===== src/rtl/bsx_defs.svh =====
// bsx_defs.svh: offsets, field positions, reset values and cycle counts
// of the branch / skip / bit-op execution block; included by bare name.
`ifndef BSX_DEFS_SVH
`define BSX_DEFS_SVH

// ==========================================================
// register byte offsets
`define BSX_OFS_CMD     9'h000
`define BSX_OFS_PC      9'h004
`define BSX_OFS_STATUS_FLAG_REGISTER    9'h008
`define BSX_OFS_RD      9'h00C
`define BSX_OFS_STAT    9'h010
// io window: byte 0x100 + 4 * io address
`define BSX_IOWIN_BIT   8

// ==========================================================
// command word fields
`define BSX_CMD_OP      4:0
`define BSX_CMD_SEL     10:8
`define BSX_CMD_IOA     21:16
`define BSX_CMD_TWO     24
`define BSX_CMD_K       31:25

// ==========================================================
// status flag positions
`define BSX_FLG_C       0
`define BSX_FLG_Z       1
`define BSX_FLG_N       2
`define BSX_FLG_V       3
`define BSX_FLG_S       4
`define BSX_FLG_H       5
`define BSX_FLG_T       6
`define BSX_FLG_I       7

// ==========================================================
// reset values and cycle counts
`define BSX_PC_RST      16'h0000
`define BSX_STATUS_FLAG_REGISTER_RST    8'h00
`define BSX_RD_RST      8'h00
`define BSX_CYC_ONE     2'h1
`define BSX_CYC_TWO     2'h2
`define BSX_CYC_THREE   2'h3
`define BSX_RESP_OKAY   2'h0
`define BSX_RESP_SLVERR 2'h2

`endif


===== src/rtl/bsx_pkg.sv =====
// bsx_pkg: operation codes, state type and operation class decoders.
// assumes nothing beyond the defs header for field widths.
package bsx_pkg;

	// ==========================================================
	// operations
	typedef enum logic [4:0] {
		SKIP_ON_IO_BIT_LOW, SKIP_ON_IO_BIT_HIGH,
		BRANCH_FLAG_SET_GENERIC, BRANCH_FLAG_CLEAR_GENERIC,
		BRANCH_ON_EQUAL, BRANCH_ON_NOT_EQUAL,
		BRANCH_ON_CARRY_SET, BRANCH_ON_CARRY_CLEAR,
		BRANCH_SAME_OR_HIGHER, BRANCH_ON_LOWER,
		BRANCH_ON_MINUS, BRANCH_ON_PLUS,
		BRANCH_SIGNED_GE, BRANCH_SIGNED_LESS,
		BRANCH_HALF_CARRY_SET, BRANCH_HALF_CARRY_CLEAR,
		BRANCH_TRANSFER_BIT_SET, BRANCH_TRANSFER_BIT_CLEAR,
		BRANCH_ON_OVERFLOW, BRANCH_ON_NO_OVERFLOW,
		BRANCH_IRQ_ENABLED, BRANCH_IRQ_DISABLED,
		SET_IO_REGISTER_BIT, CLEAR_IO_REGISTER_BIT,
		SHIFT_LEFT_LOGICAL, SHIFT_RIGHT_LOGICAL
	} bsx_op_t;

	typedef enum logic [1:0] {ST_IDLE, ST_FIRST, ST_REST} bsx_fsm_t;

	// ==========================================================
	// whole state of the main module
	typedef struct packed {
		bsx_fsm_t    fsm;
		logic        busy;
		logic        done;
		logic [1:0]  cnt;
		logic [1:0]  ncyc;
		bsx_op_t     op;
		logic [2:0]  sel;
		logic [5:0]  ioa;
		logic        two;
		logic [6:0]  k;
		logic        taken;
		logic        tested;
		logic [7:0]  iowd;
		logic [15:0] pc;
		logic [7:0]  status_flag_register;
		logic [7:0]  rd;
		logic [15:0] start_pc;
		logic [7:0]  start_status_flag_register;
		logic [7:0]  start_rd;
		logic        aw_have;
		logic [8:0]  awaddr;
		logic        awready;
		logic        w_have;
		logic [31:0] wdata;
		logic [3:0]  wstrb;
		logic        wready;
		logic        bvalid;
		logic [1:0]  bresp;
		logic        ar_have;
		logic        ar_wait;
		logic [8:0]  araddr;
		logic        arready;
		logic        rvalid;
		logic [31:0] rdata;
		logic [1:0]  rresp;
	} bsx_st_t;

	// ==========================================================
	// operation classes
	function automatic logic is_branch(input bsx_op_t op);
		return op >= BRANCH_FLAG_SET_GENERIC && op <= BRANCH_IRQ_DISABLED;
	endfunction : is_branch

	function automatic logic is_skip(input bsx_op_t op);
		return op == SKIP_ON_IO_BIT_LOW || op == SKIP_ON_IO_BIT_HIGH;
	endfunction : is_skip

	function automatic logic is_bitop(input bsx_op_t op);
		return op == SET_IO_REGISTER_BIT || op == CLEAR_IO_REGISTER_BIT;
	endfunction : is_bitop

endpackage : bsx_pkg


===== src/rtl/bsx_io_mem.sv =====
// bsx_io_mem: the io register space, one write/read port, registered read.
// assumes one user per cycle; read data lag the address by one edge.
`timescale 1ns/1ps
module bsx_io_mem #(
	parameter int DEPTH = 64
) (
	// clock
	input  wire logic       clk,
	// port
	input  wire logic       we,
	input  wire logic [5:0] addr,
	input  wire logic [7:0] wdata,
	output logic      [7:0] rdata
);
	logic [7:0] mem [DEPTH];

	// no reset on the array: io registers hold whatever software left
	always_ff @(posedge clk) begin
		if (we) begin
			mem[addr] <= wdata;
		end
		rdata <= mem[addr];
	end

	if (DEPTH < 1 || DEPTH > 64) begin : g_chk
		$error("io depth must be 1 to 64");
	end
endmodule : bsx_io_mem


===== src/rtl/bsx_cond.sv =====
// bsx_cond: decides whether a skip or branch is taken.
// assumes the io bit comes from the registered read of the io space.
`timescale 1ns/1ps
`include "bsx_defs.svh"
module bsx_cond (
	// operation
	input  wire bsx_pkg::bsx_op_t op,
	input  wire logic [2:0]       sel,
	// operands
	input  wire logic [7:0]       status_flag_register,
	input  wire logic             io_bit,
	// verdict
	output logic                  cond_true,
	output logic                  tested
);
	int  idx;
	logic want;

	always_comb begin
		idx    = 0;
		want   = 1'b1;
		tested = 1'b0;
		case (op)
			bsx_pkg::SKIP_ON_IO_BIT_LOW:        begin tested = io_bit; want = 1'b0; end
			bsx_pkg::SKIP_ON_IO_BIT_HIGH:       begin tested = io_bit; end
			bsx_pkg::BRANCH_FLAG_SET_GENERIC:   begin idx = int'(sel); end
			bsx_pkg::BRANCH_FLAG_CLEAR_GENERIC: begin idx = int'(sel); want = 1'b0; end
			bsx_pkg::BRANCH_ON_EQUAL:           begin idx = `BSX_FLG_Z; end
			bsx_pkg::BRANCH_ON_NOT_EQUAL:       begin idx = `BSX_FLG_Z; want = 1'b0; end
			bsx_pkg::BRANCH_ON_CARRY_SET,
			bsx_pkg::BRANCH_ON_LOWER:           begin idx = `BSX_FLG_C; end
			bsx_pkg::BRANCH_ON_CARRY_CLEAR,
			bsx_pkg::BRANCH_SAME_OR_HIGHER:     begin idx = `BSX_FLG_C; want = 1'b0; end
			bsx_pkg::BRANCH_ON_MINUS:           begin idx = `BSX_FLG_N; end
			bsx_pkg::BRANCH_ON_PLUS:            begin idx = `BSX_FLG_N; want = 1'b0; end
			bsx_pkg::BRANCH_HALF_CARRY_SET:     begin idx = `BSX_FLG_H; end
			bsx_pkg::BRANCH_HALF_CARRY_CLEAR:   begin idx = `BSX_FLG_H; want = 1'b0; end
			bsx_pkg::BRANCH_TRANSFER_BIT_SET:   begin idx = `BSX_FLG_T; end
			bsx_pkg::BRANCH_TRANSFER_BIT_CLEAR: begin idx = `BSX_FLG_T; want = 1'b0; end
			bsx_pkg::BRANCH_ON_OVERFLOW:        begin idx = `BSX_FLG_V; end
			bsx_pkg::BRANCH_ON_NO_OVERFLOW:     begin idx = `BSX_FLG_V; want = 1'b0; end
			bsx_pkg::BRANCH_IRQ_ENABLED:        begin idx = `BSX_FLG_I; end
			bsx_pkg::BRANCH_IRQ_DISABLED:       begin idx = `BSX_FLG_I; want = 1'b0; end
			default:                            begin want = 1'b0; end
		endcase
		// signed compares test n xor v rather than a single flag
		if (op == bsx_pkg::BRANCH_SIGNED_GE || op == bsx_pkg::BRANCH_SIGNED_LESS) begin
			tested = status_flag_register[`BSX_FLG_N] ^ status_flag_register[`BSX_FLG_V];
			want   = (op == bsx_pkg::BRANCH_SIGNED_LESS);
		end else if (bsx_pkg::is_branch(op)) begin
			tested = status_flag_register[idx[2:0]];
		end
		cond_true = (bsx_pkg::is_branch(op) || bsx_pkg::is_skip(op)) && (tested == want);
	end
endmodule : bsx_cond


===== src/rtl/bsx_exec.sv =====
// bsx_exec: executes skips on io bits, flag branches, io bit set/clear and
// logical shifts against a program counter, status flags and one operand
// register, all reached over an axi4-lite slave. assumes a single clock.
// Function
// - skip on io bit low advances pc by 2 or 3; no flag change
// - skip on io bit high advances pc by 2 or 3; no flag change
// - generic set branch tests indexed flag, jumps pc+k+1 when one
// - generic clear branch tests indexed flag, jumps pc+k+1 when zero
// - equal branch jumps on z one, not-equal on z zero
// - carry set and lower jump on c one; clear and same-or-higher on zero
// - minus branch on n one, plus branch on n zero, to pc+k+1
// - signed ge jumps when n xor v is zero, less when one
// - half carry branches jump on h one or h zero, 1 or 2 cycles
// - transfer bit branches jump on t one or zero, flags untouched
// - overflow branches jump on v one or zero, 1 or 2 cycles
// - interrupt branches jump on global enable one or zero
// - set io bit forces selected bit to one in 2 cycles
// - clear io bit forces selected bit to zero in 2 cycles
// - shift left fills bit 0 with zero, updates z c n v, 1 cycle
// - shift right fills bit 7 with zero, updates z c n v, 1 cycle
//
// The placing of the registers and the AXI4-Lite interface to the registers were decided locally.
`timescale 1ns/1ps
`include "bsx_defs.svh"
module bsx_exec #(
	parameter int IO_DEPTH = 64
) (
	// clock and reset
	input  wire logic        aclk,
	input  wire logic        aresetn,
	// axi4-lite write address
	input  wire logic [8:0]  s_axi_awaddr,
	input  wire logic        s_axi_awvalid,
	output logic             s_axi_awready,
	// axi4-lite write data
	input  wire logic [31:0] s_axi_wdata,
	input  wire logic [3:0]  s_axi_wstrb,
	input  wire logic        s_axi_wvalid,
	output logic             s_axi_wready,
	// axi4-lite write response
	output logic [1:0]       s_axi_bresp,
	output logic             s_axi_bvalid,
	input  wire logic        s_axi_bready,
	// axi4-lite read address
	input  wire logic [8:0]  s_axi_araddr,
	input  wire logic        s_axi_arvalid,
	output logic             s_axi_arready,
	// axi4-lite read data
	output logic [31:0]      s_axi_rdata,
	output logic [1:0]       s_axi_rresp,
	output logic             s_axi_rvalid,
	input  wire logic        s_axi_rready,
	// execution status
	output logic             exec_busy,
	output logic             exec_done
);
	// ==========================================================
	// state, memory and condition
	bsx_pkg::bsx_st_t s_ff;
	bsx_pkg::bsx_st_t nxt_s;
	logic             mem_we;
	logic [5:0]       mem_addr;
	logic [7:0]       mem_wdata;
	logic [7:0]       mem_rdata;
	logic             c_true;
	logic             c_tested;

	bsx_io_mem #(.DEPTH(IO_DEPTH)) u_mem (
		.clk  (aclk),
		.we   (mem_we),
		.addr (mem_addr),
		.wdata(mem_wdata),
		.rdata(mem_rdata)
	);

	bsx_cond u_cond (
		.op       (s_ff.op),
		.sel      (s_ff.sel),
		.status_flag_register     (s_ff.status_flag_register),
		.io_bit   (mem_rdata[s_ff.sel]),
		.cond_true(c_true),
		.tested   (c_tested)
	);

	if (IO_DEPTH < 1 || IO_DEPTH > 64) begin : g_chk
		$error("io depth must be 1 to 64");
	end

	// ==========================================================
	// helpers
	function automatic logic is_io(input logic [8:0] a);
		return a[`BSX_IOWIN_BIT] && int'(a[7:2]) < IO_DEPTH;
	endfunction : is_io

	function automatic logic [31:0] merge(input logic [31:0] o, input logic [31:0] w,
		input logic [3:0] st);
		logic [31:0] r;
		r = o;
		for (int i = 0; i < 4; i++) begin
			if (st[i]) begin
				r[i*8 +: 8] = w[i*8 +: 8];
			end
		end
		return r;
	endfunction : merge

	function automatic logic [31:0] cmd_view(input bsx_pkg::bsx_st_t s);
		logic [31:0] v;
		v = 32'h0;
		v[`BSX_CMD_OP]  = s.op;
		v[`BSX_CMD_SEL] = s.sel;
		v[`BSX_CMD_IOA] = s.ioa;
		v[`BSX_CMD_TWO] = s.two;
		v[`BSX_CMD_K]   = s.k;
		return v;
	endfunction : cmd_view

	// ==========================================================
	// next state
	always_comb begin
		logic [15:0] pc1;
		logic [15:0] koff;
		logic [7:0]  res;
		logic [7:0]  mask;
		logic [1:0]  ncyc;
		logic [31:0] cm;
		logic [31:0] pw;
		logic        wr_fire;
		logic        mem_used;
		pc1      = s_ff.pc + 16'h0001;
		koff     = {{9{s_ff.k[6]}}, s_ff.k};
		res      = 8'h00;
		mask     = 8'h01 << s_ff.sel;
		ncyc     = `BSX_CYC_ONE;
		cm       = 32'h0;
		mem_used = 1'b0;
		wr_fire  = 1'b0;
		// pc is 16 bits: only byte lanes 0 and 1 of a write can land
		pw       = merge({16'h0, s_ff.pc}, s_ff.wdata, s_ff.wstrb);
		nxt_s    = s_ff;
		nxt_s.done = 1'b0;
		mem_we    = 1'b0;
		mem_addr  = s_ff.ioa;
		mem_wdata = s_ff.iowd;

		// bus handshakes
		if (s_axi_awvalid && s_ff.awready) begin
			nxt_s.aw_have = 1'b1;
			nxt_s.awaddr  = s_axi_awaddr;
		end
		if (s_axi_wvalid && s_ff.wready) begin
			nxt_s.w_have = 1'b1;
			nxt_s.wdata  = s_axi_wdata;
			nxt_s.wstrb  = s_axi_wstrb;
		end
		if (s_ff.bvalid && s_axi_bready) begin
			nxt_s.bvalid = 1'b0;
		end
		if (s_ff.rvalid && s_axi_rready) begin
			nxt_s.rvalid = 1'b0;
		end
		if (s_axi_arvalid && s_ff.arready) begin
			nxt_s.ar_have = 1'b1;
			nxt_s.araddr  = s_axi_araddr;
		end

		// execution
		case (s_ff.fsm)
			bsx_pkg::ST_FIRST: begin
				nxt_s.tested = c_tested;
				nxt_s.taken  = c_true;
				nxt_s.pc     = pc1;
				case (s_ff.op)
					bsx_pkg::SHIFT_LEFT_LOGICAL: begin
						res = {s_ff.rd[6:0], 1'b0};
						nxt_s.rd = res;
						nxt_s.status_flag_register[`BSX_FLG_C] = s_ff.rd[7];
						nxt_s.status_flag_register[`BSX_FLG_N] = res[7];
						nxt_s.status_flag_register[`BSX_FLG_V] = res[7] ^ s_ff.rd[7];
						nxt_s.status_flag_register[`BSX_FLG_Z] = (res == 8'h00);
					end
					bsx_pkg::SHIFT_RIGHT_LOGICAL: begin
						res = {1'b0, s_ff.rd[7:1]};
						nxt_s.rd = res;
						nxt_s.status_flag_register[`BSX_FLG_C] = s_ff.rd[0];
						nxt_s.status_flag_register[`BSX_FLG_N] = 1'b0;
						nxt_s.status_flag_register[`BSX_FLG_V] = s_ff.rd[0];
						nxt_s.status_flag_register[`BSX_FLG_Z] = (res == 8'h00);
					end
					bsx_pkg::SET_IO_REGISTER_BIT: begin
						nxt_s.iowd = mem_rdata | mask;
						ncyc = `BSX_CYC_TWO;
					end
					bsx_pkg::CLEAR_IO_REGISTER_BIT: begin
						nxt_s.iowd = mem_rdata & ~mask;
						ncyc = `BSX_CYC_TWO;
					end
					default: begin
						if (bsx_pkg::is_skip(s_ff.op) && c_true) begin
							// skipped instruction length decides pc step and cost
							nxt_s.pc = s_ff.pc + (s_ff.two ? 16'h0003 : 16'h0002);
							ncyc = s_ff.two ? `BSX_CYC_THREE : `BSX_CYC_TWO;
						end else if (bsx_pkg::is_branch(s_ff.op) && c_true) begin
							nxt_s.pc = pc1 + koff;
							ncyc = `BSX_CYC_TWO;
						end
					end
				endcase
				nxt_s.ncyc = ncyc;
				nxt_s.cnt  = `BSX_CYC_TWO;
				if (ncyc == `BSX_CYC_ONE) begin
					nxt_s.fsm  = bsx_pkg::ST_IDLE;
					nxt_s.busy = 1'b0;
					nxt_s.done = 1'b1;
				end else begin
					nxt_s.fsm = bsx_pkg::ST_REST;
				end
			end
			bsx_pkg::ST_REST: begin
				if (s_ff.cnt == s_ff.ncyc) begin
					// write-back only in the last cycle keeps the read-modify-write atomic
					if (bsx_pkg::is_bitop(s_ff.op)) begin
						mem_we   = 1'b1;
						mem_used = 1'b1;
					end
					nxt_s.fsm  = bsx_pkg::ST_IDLE;
					nxt_s.busy = 1'b0;
					nxt_s.done = 1'b1;
				end else begin
					nxt_s.cnt = s_ff.cnt + 2'h1;
				end
			end
			default: begin
			end
		endcase

		// register writes; io writes wait while an operation runs
		wr_fire = s_ff.aw_have && s_ff.w_have && !s_ff.bvalid &&
			!(is_io(s_ff.awaddr) && s_ff.fsm != bsx_pkg::ST_IDLE);
		if (wr_fire) begin
			nxt_s.aw_have = 1'b0;
			nxt_s.w_have  = 1'b0;
			nxt_s.bvalid  = 1'b1;
			nxt_s.bresp   = `BSX_RESP_OKAY;
			cm = merge(cmd_view(s_ff), s_ff.wdata, s_ff.wstrb);
			if (is_io(s_ff.awaddr)) begin
				mem_used = 1'b1;
				if (s_ff.wstrb[0]) begin
					mem_we    = 1'b1;
					mem_addr  = s_ff.awaddr[7:2];
					mem_wdata = s_ff.wdata[7:0];
				end
			end else if (s_ff.fsm == bsx_pkg::ST_IDLE) begin
				case (s_ff.awaddr)
					`BSX_OFS_CMD: begin
						nxt_s.op    = bsx_pkg::bsx_op_t'(cm[`BSX_CMD_OP]);
						nxt_s.sel   = cm[`BSX_CMD_SEL];
						nxt_s.ioa   = cm[`BSX_CMD_IOA];
						nxt_s.two   = cm[`BSX_CMD_TWO];
						nxt_s.k     = cm[`BSX_CMD_K];
						nxt_s.fsm   = bsx_pkg::ST_FIRST;
						nxt_s.busy  = 1'b1;
						nxt_s.start_pc   = s_ff.pc;
						nxt_s.start_status_flag_register = s_ff.status_flag_register;
						nxt_s.start_rd   = s_ff.rd;
						mem_addr = cm[`BSX_CMD_IOA];
						mem_used = 1'b1;
					end
					`BSX_OFS_PC:   nxt_s.pc   = pw[15:0];
					`BSX_OFS_STATUS_FLAG_REGISTER: nxt_s.status_flag_register = s_ff.wstrb[0] ? s_ff.wdata[7:0] : s_ff.status_flag_register;
					`BSX_OFS_RD:   nxt_s.rd   = s_ff.wstrb[0] ? s_ff.wdata[7:0] : s_ff.rd;
					`BSX_OFS_STAT: begin
					end
					default:       nxt_s.bresp = `BSX_RESP_SLVERR;
				endcase
			end else if (!(s_ff.awaddr inside {`BSX_OFS_CMD, `BSX_OFS_PC, `BSX_OFS_STATUS_FLAG_REGISTER,
				`BSX_OFS_RD, `BSX_OFS_STAT})) begin
				nxt_s.bresp = `BSX_RESP_SLVERR;
			end
		end

		// register reads; io reads take one extra cycle through the memory
		if (s_ff.ar_wait) begin
			nxt_s.ar_wait = 1'b0;
			nxt_s.rvalid  = 1'b1;
			nxt_s.rresp   = `BSX_RESP_OKAY;
			nxt_s.rdata   = {24'h0, mem_rdata};
		end else if (s_ff.ar_have && !s_ff.rvalid) begin
			if (is_io(s_ff.araddr)) begin
				if (s_ff.fsm == bsx_pkg::ST_IDLE && !mem_used) begin
					mem_addr      = s_ff.araddr[7:2];
					nxt_s.ar_have = 1'b0;
					nxt_s.ar_wait = 1'b1;
				end
			end else begin
				nxt_s.ar_have = 1'b0;
				nxt_s.rvalid  = 1'b1;
				nxt_s.rresp   = `BSX_RESP_OKAY;
				case (s_ff.araddr)
					`BSX_OFS_CMD:  nxt_s.rdata = cmd_view(s_ff);
					`BSX_OFS_PC:   nxt_s.rdata = {16'h0, s_ff.pc};
					`BSX_OFS_STATUS_FLAG_REGISTER: nxt_s.rdata = {24'h0, s_ff.status_flag_register};
					`BSX_OFS_RD:   nxt_s.rdata = {24'h0, s_ff.rd};
					`BSX_OFS_STAT: nxt_s.rdata = {26'h0, s_ff.ncyc, 1'b0,
						s_ff.tested, s_ff.taken, s_ff.busy};
					default: begin
						nxt_s.rdata = 32'h0;
						nxt_s.rresp = `BSX_RESP_SLVERR;
					end
				endcase
			end
		end

		nxt_s.awready = !nxt_s.aw_have && !nxt_s.bvalid;
		nxt_s.wready  = !nxt_s.w_have && !nxt_s.bvalid;
		nxt_s.arready = !nxt_s.ar_have && !nxt_s.ar_wait && !nxt_s.rvalid;
	end

	always_ff @(posedge aclk) begin
		if (!aresetn) begin
			s_ff      <= '0;
			s_ff.pc   <= `BSX_PC_RST;
			s_ff.status_flag_register <= `BSX_STATUS_FLAG_REGISTER_RST;
			s_ff.rd   <= `BSX_RD_RST;
		end else begin
			s_ff <= nxt_s;
		end
	end

	// ==========================================================
	// outputs
	assign s_axi_awready = s_ff.awready;
	assign s_axi_wready  = s_ff.wready;
	assign s_axi_bresp   = s_ff.bresp;
	assign s_axi_bvalid  = s_ff.bvalid;
	assign s_axi_arready = s_ff.arready;
	assign s_axi_rdata   = s_ff.rdata;
	assign s_axi_rresp   = s_ff.rresp;
	assign s_axi_rvalid  = s_ff.rvalid;
	assign exec_busy     = s_ff.busy;
	assign exec_done     = s_ff.done;

	logic [15:0] chk_koff;
	logic        chk_wbit;
	assign chk_koff = {{9{s_ff.k[6]}}, s_ff.k};
	assign chk_wbit = mem_wdata[s_ff.sel];
endmodule : bsx_exec


===== config.mk =====
export PLATFORM = sky130hd
export DESIGN_NAME = bsx_exec
export DESIGN_NICKNAME = d
export VERILOG_FILES = /design/src/rtl/bsx_pkg.sv /design/src/rtl/bsx_io_mem.sv /design/src/rtl/bsx_cond.sv /design/src/rtl/bsx_exec.sv
export VERILOG_INCLUDE_DIRS = /design/src /design/src/rtl
export SDC_FILE = /design/constraint.sdc
export NUM_CORES = 1
export LEC_CHECK = 0
export BUFFER_PORTS_ARGS = -buffer_cell sky130_fd_sc_hd__buf_2
export CORE_ASPECT_RATIO = 1.5
export CORE_UTILIZATION = 58
export CTS_CLUSTER_SIZE = 28
export DETAILED_ROUTE_END_ITERATION = 16
export PLACE_DENSITY_LB_ADDON = 0.15
export REMOVE_ABC_BUFFERS = 1
export SLEW_MARGIN = 0
export SYNTH_ARGS = -nofsm -noshare
export SYNTH_HDL_FRONTEND = slang
export SYNTH_SLANG_ARGS = --single-unit

===== constraint.sdc =====
create_clock -name aclk -period 7.6 [get_ports aclk]
set_input_delay 0.38 -clock aclk [delete_from_list [all_inputs] [get_ports aclk]]
set_output_delay 0.38 -clock aclk [all_outputs]
set_load 0.03 [all_outputs]

# After elaboration in Yosys (flattened, before gate mapping)
# Memory sizes are Yosys's and may differ from the RTL's. A register that Yosys moved wholly into a read port is not among the register bits.
# Cells that the tools add are included.
[classes]
n_addsub = 4
n_mul = 0
div_mod_pow = 0
order_cmp = 4
n_eq_ne = 42
shifts = 1
muxes = 89
bitwise = 8
n_reduce_logical = 68
[op_table]
columns = ["cell", "n"]
rows = [
  ["$pmux W32 S5", 1],
  ["$mux W64", 2],
  ["$mux W35", 3],
  ["$mux W16", 5],
  ["$mux W65", 1],
  ["$mux W8", 8],
  ["$mux W6", 10],
  ["$eq A5 B5 Y1 const B", 10],
  ["$mux W37", 1],
  ["$eq A9 B4 Y1 const B", 4],
  ["$eq A5 B4 Y1 const B", 7],
  ["$mux W32", 1],
  ["$mux W1", 29],
  ["$mux W2", 13],
  ["$pmux W12 S2", 1],
  ["$reduce_or A2 Y1", 11],
  ["$pmux W3 S7", 1],
  ["$ne A5 B5 Y1 const B", 4],
  ["$reduce_and A5 Y1", 4],
  ["$logic_and A1 B1 Y1", 19],
  ["$eq A9 B3 Y1 const B", 2],
  ["$eq A9 B5 Y1 const B", 2],
  ["$logic_not A9 Y1", 2],
  ["$add A16 B1 Y16 const B", 1],
  ["41 further kinds", 74],
]
[totals]
reg_bits = 203
latchBits = 0
mem_bits_rw = 512
rom_bits = 0
in_bits = 61
output_inout_bits = 43
elab_cells = 255
n_memories = 1
[mem_list]
columns = ["name", "words", "width", "rd", "rd_clocked_by_memory_dff", "write_ports", "line", "source"]
rows = [
  ["u_mem.mem", 64, 8, 1, 1, 1, "bsx_io_mem.sv:15", "logic [7:0] mem [DEPTH];"],
]

# Depth between registers and ports, before layout
# Gate-level depths: netlist of run 1.
[logic_depth]
depth_word = 21
mapped_depth = 18
ltp_nobuf = 14

# Cells and area by module
# Synthesis of run 1 repeated with hierarchy kept, for this count alone.
[unflattened]
cells_unflattened = 2434
hier_area_um2 = 30240.3
[modules_own_cells]
columns = ["mod", "n_inst", "cells_per_inst", "area_each_um2", "seq_area_each_um2"]
rows = [
  ["bsx_io_mem", 1, 1171, 20449.6, 15534.9],
  ["bsx_exec", 1, 1206, 9426.5, 3303.2],
  ["bsx_cond", 1, 57, 364.1, 0.0],
]

# Least setup slack after synthesis of run 1
# No wires, ideal clock.
[synth_timing]
kind = "register -> register"
from = "register s_ff[202] in the netlist's numbering"
to = "memory u_mem.mem[11][0], enable pin"
setup_time_ns = 0.370
arrival_ns = 3.663
required_time_ns = 7.230
path_slack_ns = 3.567
path_stages_with_launch = 15
period_less_slack_ns = 4.033
path_cell_list = "dfxtp_1 -> inv_1 -> ha_1 -> nand4b_1 -> nor2_1 -> buf_2 -> mux2_2 -> o211a_1 -> nor2_1 -> buf_2 -> buf_2 -> clkbuf_1 -> buf_2 -> nand3_1 -> nor2_1"
[synth_via]
elab_chain_cells = 12
elab_cells_between_ends = 25
cone_classes = "1 x eq/ne; 17 x mux; 7 x reduce/logical"
[synth_rtl]
columns = ["element", "line", "source"]
rows = [
  ["start, declared", "bsx_exec.sv:59", "bsx_pkg::bsx_st_t s_ff;"],
  ["start signal, assigned", "bsx_exec.sv:326", "s_ff <= nxt_s;"],
  ["$eq A2 B2 Y1", "bsx_exec.sv:168", "case (s_ff.fsm)"],
  ["$mux W1", "bsx_exec.sv:168", ""],
  ["$mux W1", "bsx_exec.sv:254", "case (s_ff.awaddr)"],
  ["$mux W1", "bsx_exec.sv:253", "end else if (s_ff.fsm == bsx_pkg::ST_IDLE) begin"],
  ["$mux W1", "bsx_exec.sv:246", "if (is_io(s_ff.awaddr)) begin"],
  ["$mux W1", "bsx_exec.sv:240", "if (wr_fire) begin"],
  ["$logic_not A1 Y1", "bsx_exec.sv:290", "if (s_ff.fsm == bsx_pkg::ST_IDLE && !mem_used) begin"],
  ["$logic_and A1 B1 Y1", "bsx_exec.sv:290", ""],
  ["$mux W6", "bsx_exec.sv:290", ""],
  ["$mux W6", "bsx_exec.sv:289", "if (is_io(s_ff.araddr)) begin"],
  ["$mux W6", "bsx_exec.sv:288", "end else if (s_ff.ar_have && !s_ff.rvalid) begin"],
  ["$mux W6", "bsx_exec.sv:283", "if (s_ff.ar_wait) begin"],
  ["end, declared", "bsx_io_mem.sv:15", ""],
]
# Parallel ways exist; a longest one is shown, timed or not.

# Worst setup path in the final report of run 1
[layout_timing]
from = "register s_ff[194] in the netlist's numbering"
to = "memory u_mem.mem[40][2], enable pin"
[layout_via]
elab_chain_cells = 15
elab_cells_between_ends = 21
cone_classes = "2 x eq/ne; 16 x mux; 3 x reduce/logical"
[layout_rtl]
columns = ["element", "line", "source"]
rows = [
  ["$eq A5 B5 Y1", "bsx_pkg.sv:76", "return op == SET_IO_REGISTER_BIT || op == CLEAR_IO_REGISTER_BIT;"],
  ["$logic_or A1 B1 Y1 (*)", "bsx_pkg.sv:76", ""],
  ["$mux W1 (*)", "bsx_exec.sv:222", "if (bsx_pkg::is_bitop(s_ff.op)) begin"],
  ["$mux W1 (*)", "bsx_exec.sv:220", "if (s_ff.cnt == s_ff.ncyc) begin"],
  ["$mux W1 (*)", "bsx_exec.sv:168", ""],
  ["$mux W1", "bsx_exec.sv:254", ""],
  ["$mux W1", "bsx_exec.sv:253", ""],
  ["$mux W1", "bsx_exec.sv:246", ""],
  ["$mux W1", "bsx_exec.sv:240", ""],
  ["$logic_not A1 Y1", "bsx_exec.sv:290", ""],
  ["$logic_and A1 B1 Y1", "bsx_exec.sv:290", ""],
  ["$mux W6", "bsx_exec.sv:290", ""],
  ["$mux W6", "bsx_exec.sv:289", ""],
  ["$mux W6", "bsx_exec.sv:288", ""],
  ["$mux W6", "bsx_exec.sv:283", ""],
]
# Mark *: on every way between the ends. The rest lies on a longest branch, timed or not.

==> results of run 1 <==
==> critical path, delay by kind of cell, from the launching register on <==
kind,cells,cell delay [ns]
compound gates,1,0.30
flops,1,0.68
simple gates,7,4.11
==> metal layers <==
| metal | up-vias | wire (µm) | track usage, % |
|---|---|---|---|
| met1 | 10300 | 29400 | 37.7 |
| met4 | 0 | 6600 | 23.2 |
| met2 | 1103 | 41900 | 55.3 |
| met3 | 281 | 5970 | 4.92 |
| li1 | 9244 | - | - |
| met5 | - | 0 | 0 |
==> report_power, final <==
group / internal [mW] / leakage, nW / switching (mW) / total, mW
clock network: 1.76 / 0.981 / 1.40 / 3.16
registers: 3.98 / 6.14 / 0.0295 / 4.01
logic: 0.0804 / 3.87 / 0.147 / 0.227
==> synthesized netlist by cell type, types with 8 or more instances <==
| cell | instances | area (µm²) |
|---|---|---|
| nor2_1 | 189 | 709 |
| o21ai_0 | 48 | 240 |
| a22o_1 | 16 | 140 |
| and2_1 | 15 | 93.8 |
| o221ai_1 | 11 | 96.3 |
| buf_4 | 40 | 300 |
| mux2_2 | 46 | 518 |
| a32o_1 | 9 | 90.1 |
| a31oi_1 | 27 | 169 |
| buf_1 | 19 | 71.3 |
| nand4_1 | 10 | 62.6 |
| edfxtp_1 | 512 | 15400 |
| buf_2 | 40 | 200 |
| and3_1 | 17 | 106 |
| a32oi_1 | 8 | 70.1 |
| a22oi_1 | 148 | 1110 |
| dfxtp_1 | 173 | 3460 |
| a41oi_1 | 18 | 158 |
| a21oi_1 | 161 | 806 |
| xor2_1 | 21 | 184 |
| nand2_1 | 291 | 1090 |
| mux2i_1 | 48 | 480 |
| a2111oi_0 | 8 | 70.1 |
| a221oi_1 | 39 | 342 |
| nor3_1 | 27 | 135 |
| a222oi_1 | 9 | 90.1 |
| nand3_1 | 85 | 425 |
| inv_1 | 29 | 109 |
| clkbuf_1 | 94 | 353 |
| ha_1 | 22 | 275 |
| a211oi_1 | 31 | 233 |
| xnor2_1 | 20 | 175 |
==> cells by family (layout without fill, tap and decap cells) <==
| kind of cell | after synthesis | count (layout) | synth area share (%) |
|---|---|---|---|
| simple gates | 703 | 703 | 10.8 |
| flops | 685 | 685 | 64.5 |
| compound gates | 623 | 623 | 15.1 |
| buf+inv | 223 | 336 | 3.58 |
| mux | 99 | 99 | 3.80 |
| xor+xnor | 41 | 41 | 1.23 |
| fa+ha+maj | 23 | 23 | 1.01 |
| other cells | 1 | 5 | 0.0128 |
==> registers in the layout, indices dropped and copies added (netlist names), 7 cells and up <==
name         cells
chk_koff         7
s_axi_rdata     30
s_ff           119
u_mem.mem      512
u_mem.rdata      8
==> per-stage QoR <==
stage	setup WS [ns]	instance area, µm²
floorplan	1.18	28300
global placement	2.29	30100
detailed placement	2.25	30100
CTS	2.20	32600
global route	1.94	32600
finish	2.10	32600
==> layout make-up <==
class                   instances  share of cell area, %
diodes                          1                0.00768
multi-input cells            1493                   28.9
flip-flops and latches        685                   57.8
repair buffers                195                   4.15
clock buffers                  81                   5.04
clock inverters                31                   1.18
well taps                     663                   2.55
inverters                      29                  0.338
==> final timing paths <==
kind,end,slack (ns),cells past startpoint
max,u_mem.mem[40][2]$_DFFE_PP_,2.10,8
min reg2reg,s_axi_rdata[29]$_SDFFE_PP0P_,0.45,2
min,s_ff[75]$_SDFFE_PN0P_,0.01,3
max reg2reg,u_mem.mem[40][2]$_DFFE_PP_,2.10,8
==> impl_metrics.env, run 1 <==
export IMPL_vias=20900
export IMPL_fmax_ghz=0.182
export IMPL_antenna_found_initial=1
export IMPL_p_total_mw=7.40
export IMPL_final_cell_mix="edfxtp_1, nand2_1, nor2_1"
export IMPL_cp_startpoint="s_ff[194]$_SDFFE_PN0P_"
export IMPL_crit_path_max_incr_delay_ns=0.91
export IMPL_seqCellArea_um2=18800
export IMPL_tightest_slew_ns=1.29
export IMPL_drc=0
export IMPL_die_w_um=185
export IMPL_drt_wl_total_um=83900
export IMPL_finClkSkew_ns=0.0344
export IMPL_yosysWarnings=0
export IMPL_cts_buffers=61
export IMPL_setup_tns_final_ns=0
export IMPL_yosysSeqAreaShare_pct=64.5
export IMPL_fp_row_count=100
export IMPL_synth_cells=2398
export IMPL_postCtsSetupRepairBufs=0
export IMPL_layout_drive_gt1_share_pct=13.2
export IMPL_antenna_left=0
export IMPL_wl_per_cell_um=26.4
export IMPL_yosysUniqueCellTypes=86
export IMPL_layout_commonest_cell="edfxtp_1"
export IMPL_slew_viol_final=0
export IMPL_nets=2549
export IMPL_slowest_stage="nor2_1"
export IMPL_period_share_pct=72.4
export IMPL_drv_cap=0
export IMPL_min_delay_start="s_axi_wdata[20]"
export IMPL_ir_worst_vdd_mv=0.249
export IMPL_synth_edf_count=512
export IMPL_fillers=3656
export IMPL_clockRootBuffer="clkbuf_16"
export IMPL_core_area_um2=49700
export IMPL_run_status="finished, final reports clean"
export IMPL_grt_pass1_vias=20400
export IMPL_die_h_um=277
export IMPL_area_growth_syn_to_layout_pct=11.5
export IMPL_layout_cells_non_filler=3178
export IMPL_multi_input_area_um2=9420
export IMPL_power_per_cell_area_nw_per_um2=227
export IMPL_worstPathMaxFanout=27
export IMPL_worstReg2RegStart="s_ff[194]$_SDFFE_PN0P_"
export IMPL_synth_seq_cells=685
export IMPL_grt_max_degree=87
export IMPL_power_leakage_nw=11.0
export IMPL_place_gp_congestion=0.922
export IMPL_worst_hold_slack_ns=0.0131
export IMPL_syn_avg_cell_area_um2=12.2
export IMPL_cts_hold_buf=47
export IMPL_critPathCaptureType="flop"
export IMPL_grt_ovfl_total=0
export IMPL_synth_flop_cell="edfxtp_1"
export IMPL_slew_headroom_pct=14.0
export IMPL_grt_use_total_pct=32.7
export IMPL_finalSetupViolations=0
export IMPL_grt_pass1_wl_um=124000
export IMPL_hold_viol=0
export IMPL_cts_tree="yes"
export IMPL_cts_sinks=685
export IMPL_ctsResizeCount=0
export IMPL_dp_cells=3018
export IMPL_dpl_hpwl_um=54300
export IMPL_async_reset_ff_share_pct=0
export IMPL_period_needed_ns=5.50
export IMPL_arrival_ns=5.76
export IMPL_drt_pre_antenna_iters=6
export IMPL_min_path_type="input pin to flop"
export IMPL_fin_util_pct=65.6
export IMPL_clockBufferDepth=3
export IMPL_syn_cell_area_um2=29200
export IMPL_rsz0062_at_grt="no"
export IMPL_drt_iter0_drc=2086
export IMPL_cts_htree_levels=2
export IMPL_path_common_cell="nor2_1"
export IMPL_portBuffers=97
export IMPL_required_ns=7.86
export IMPL_vias_per_cell=6.58
export IMPL_cp_cell_sequence="nand4b_1, nor4_2, nor2_1, o211ai_1, nand2_2, nor2_1, nand3_1, nor2_1"
export IMPL_start_kind="flop"
export IMPL_insertion_delay_ns=0.67
export IMPL_pin_count=104
export IMPL_crit_type="flop to flop"
export IMPL_start_util_pct=58.8
export IMPL_die_area_um2=51300
export IMPL_clkTransAtPathRegs_ns=0.07
No activity file was read; power rests on OpenSTA's default activity.
==> run 2, diff against run 1 <==
Settings changed: CORE_UTILIZATION 58 to 56.
Clock period 7.6 ns to 4.6 ns, I/O delays scaled along.
==> impl_metrics.env, run 2 (synthesized netlist as in run 1, its figures left out) <==
export IMPL_grt_max_degree=92
export IMPL_grt_use_total_pct=33.6
export IMPL_nets=2687
export IMPL_layout_drive_gt1_share_pct=17.8
export IMPL_slowest_stage="mux2i_1"
export IMPL_fp_row_count=102
export IMPL_antenna_left=0
export IMPL_cts_buffers=61
export IMPL_setup_ws_ns=0.176
export IMPL_p_total_mw=12.4
export IMPL_dpl_hpwl_um=60500
export IMPL_seqCellArea_um2=18800
export IMPL_start_kind="flop"
export IMPL_wl_per_cell_um=26.9
export IMPL_die_w_um=189
export IMPL_period_share_pct=96.2
export IMPL_antenna_found_initial=0
export IMPL_arrival_ns=4.94
export IMPL_insertion_delay_ns=0.65
export IMPL_period_needed_ns=4.42
export IMPL_clkTransAtPathRegs_ns=0.06
export IMPL_run_status="finished, final reports clean"
export IMPL_final_cell_mix="edfxtp_1, nand2_1, nor2_1"
export IMPL_drv_cap=0
export IMPL_critPathCaptureType="flop"
export IMPL_placedInstanceArea_um2=31100
export IMPL_rsz0062_at_grt="no"
export IMPL_fin_util_pct=65.6
export IMPL_clockRootBuffer="clkbuf_16"
export IMPL_top_register="u_mem.mem"
export IMPL_worstPathMaxFanout=9
export IMPL_die_area_um2=53100
export IMPL_power_per_cell_area_nw_per_um2=367
export IMPL_crit_path_max_incr_delay_ns=0.51
export IMPL_cts_sinks=685
export IMPL_finalSetupViolations=0
export IMPL_crit_type="flop to flop"
export IMPL_fmax_ghz=0.226
export IMPL_finClkSkew_ns=0.0331
export IMPL_fillers=3847
export IMPL_grt_ovfl_total=0
export IMPL_vias=21500
export IMPL_slew_headroom_pct=21.0
export IMPL_place_gp_congestion=0.930
export IMPL_clockBufferDepth=3
export IMPL_cts_tree="yes"
export IMPL_cp_cell_sequence="inv_1, ha_1, nand4b_1, nor4_4, buf_4, nand3_2, o221a_2, mux2i_1, or3_1, a2111oi_0, a311oi_1, nor4b_1, or4b_1"
export IMPL_setup_tns_final_ns=0
export IMPL_hold_viol=0
export IMPL_required_ns=5.12
export IMPL_ctsResizeCount=0
export IMPL_drt_wl_total_um=89600
export IMPL_drt_pre_antenna_iters=6
export IMPL_slew_viol_final=0
export IMPL_diodes=0
export IMPL_min_path_type="input pin to flop"
export IMPL_die_h_um=282
export IMPL_power_leakage_nw=11.8
export IMPL_stdcell_area_um2=33800
export IMPL_start_util_pct=56.7
export IMPL_ir_worst_vdd_mv=0.401
export IMPL_area_growth_syn_to_layout_pct=15.7
export IMPL_grt_pass1_vias=20900
export IMPL_tightest_slew_ns=1.19
export IMPL_pin_count=104
export IMPL_portBuffers=97
export IMPL_multi_input_area_um2=9430
export IMPL_largest_register_ffs=512
export IMPL_vias_per_cell=6.45
export IMPL_layout_commonest_cell="edfxtp_1"
export IMPL_drc=0
export IMPL_core_area_um2=51600
export IMPL_grt_pass1_wl_um=131000
export IMPL_pre_cts_ws_ns=0.155
export IMPL_cts_htree_levels=2
export IMPL_drt_iter0_drc=2249
-- run 2: changes by cell type in the layout (fill, tap and decap cells not counted), sizes merged, moves of 2 or more --
| cell | before | now |
|---|---|---|
| bufinv | 7 | 10 |
| buf | 148 | 279 |
| dlygate4sd3 | 47 | 54 |
| clkbuf | 81 | 77 |
| inv | 29 | 31 |
-- run 2: path summary, 6_finish.rpt --
| kind | to | depth (start not counted) | slack, ns | startpoint |
|---|---|---|---|---|
| worst max-delay path | u_mem.rdata[1]$_DFF_P_ | 13 | 0.18 | s_ff[202]$_SDFF_PN0_ |
| worst min-delay path | s_ff[97]$_SDFFE_PN0P_ | 4 | 0.08 | s_axi_awvalid |
| worst max register to register | u_mem.rdata[1]$_DFF_P_ | 13 | 0.18 | s_ff[202]$_SDFF_PN0_ |
| worst min register to register | s_axi_rdata[31]$_SDFFE_PP0P_ | 2 | 0.45 | s_axi_rdata[31]$_SDFFE_PP0P_ |
-- run 2: metrics by stage --
| stage | cells | hold WS [ns] |
|---|---|---|
| 4_1_cts | 3326 | 0.0440 |
| 6_report | 3330 | 0.0827 |
| 2_1_floorplan | 2207 | 0.348 |
| 3_3_place_gp | 3158 | 0.436 |
| 5_1_grt | 3330 | 0.110 |
| 3_5_place_dp | 3158 | 0.442 |
-- run 2: timing repair --
action | CTS | global route
endpoints found under the hold margin | 56 | 0
buffers inserted | 0 | 4
setup endpoints to repair | 0 | 5
hold buffers | 54 | 0
-- run 2: final cells by class --
| cell class | count | area share [%] |
|---|---|---|
| clock buffers | 77 | 4.80 |
| clock inverters | 37 | 1.41 |
| inverters | 29 | 0.326 |
| multi-input cells | 1493 | 27.9 |
| flip-flops and latches | 685 | 55.7 |
| well taps | 676 | 2.50 |
| repair buffers | 333 | 7.34 |
-- run 2: metal layers --
layer	GRT usage, %	up-vias	share of wire (%)
met4	22.0	0	7.3
met2	59.7	1066	51
met5	0	-	0
met3	5.09	294	7.0
met1	37.3	10600	35
li1	-	9532	-
-- run 2: worst max-delay path: cells and delay by family (launching register included) --
kind                     cells  cell delay (ns)
flip-flops                   1             0.34
AND/OR/NAND/NOR              6             1.94
multiplexers                 1             0.51
buffers and inverters        2             0.30
AO/OA/AOI/OAI                3             0.93
adder cells (fa/ha/maj)      1             0.27
-- run 2: where the power goes --
| part | switching (mW) | internal (mW) | leakage, nW |
|---|---|---|---|
| Combinational | 0.256 | 0.144 | 4.59 |
| Clock | 2.30 | 3.07 | 1.03 |
| Sequential | 0.0507 | 6.58 | 6.14 |
| Total | 2.61 | 9.80 | 11.8 |
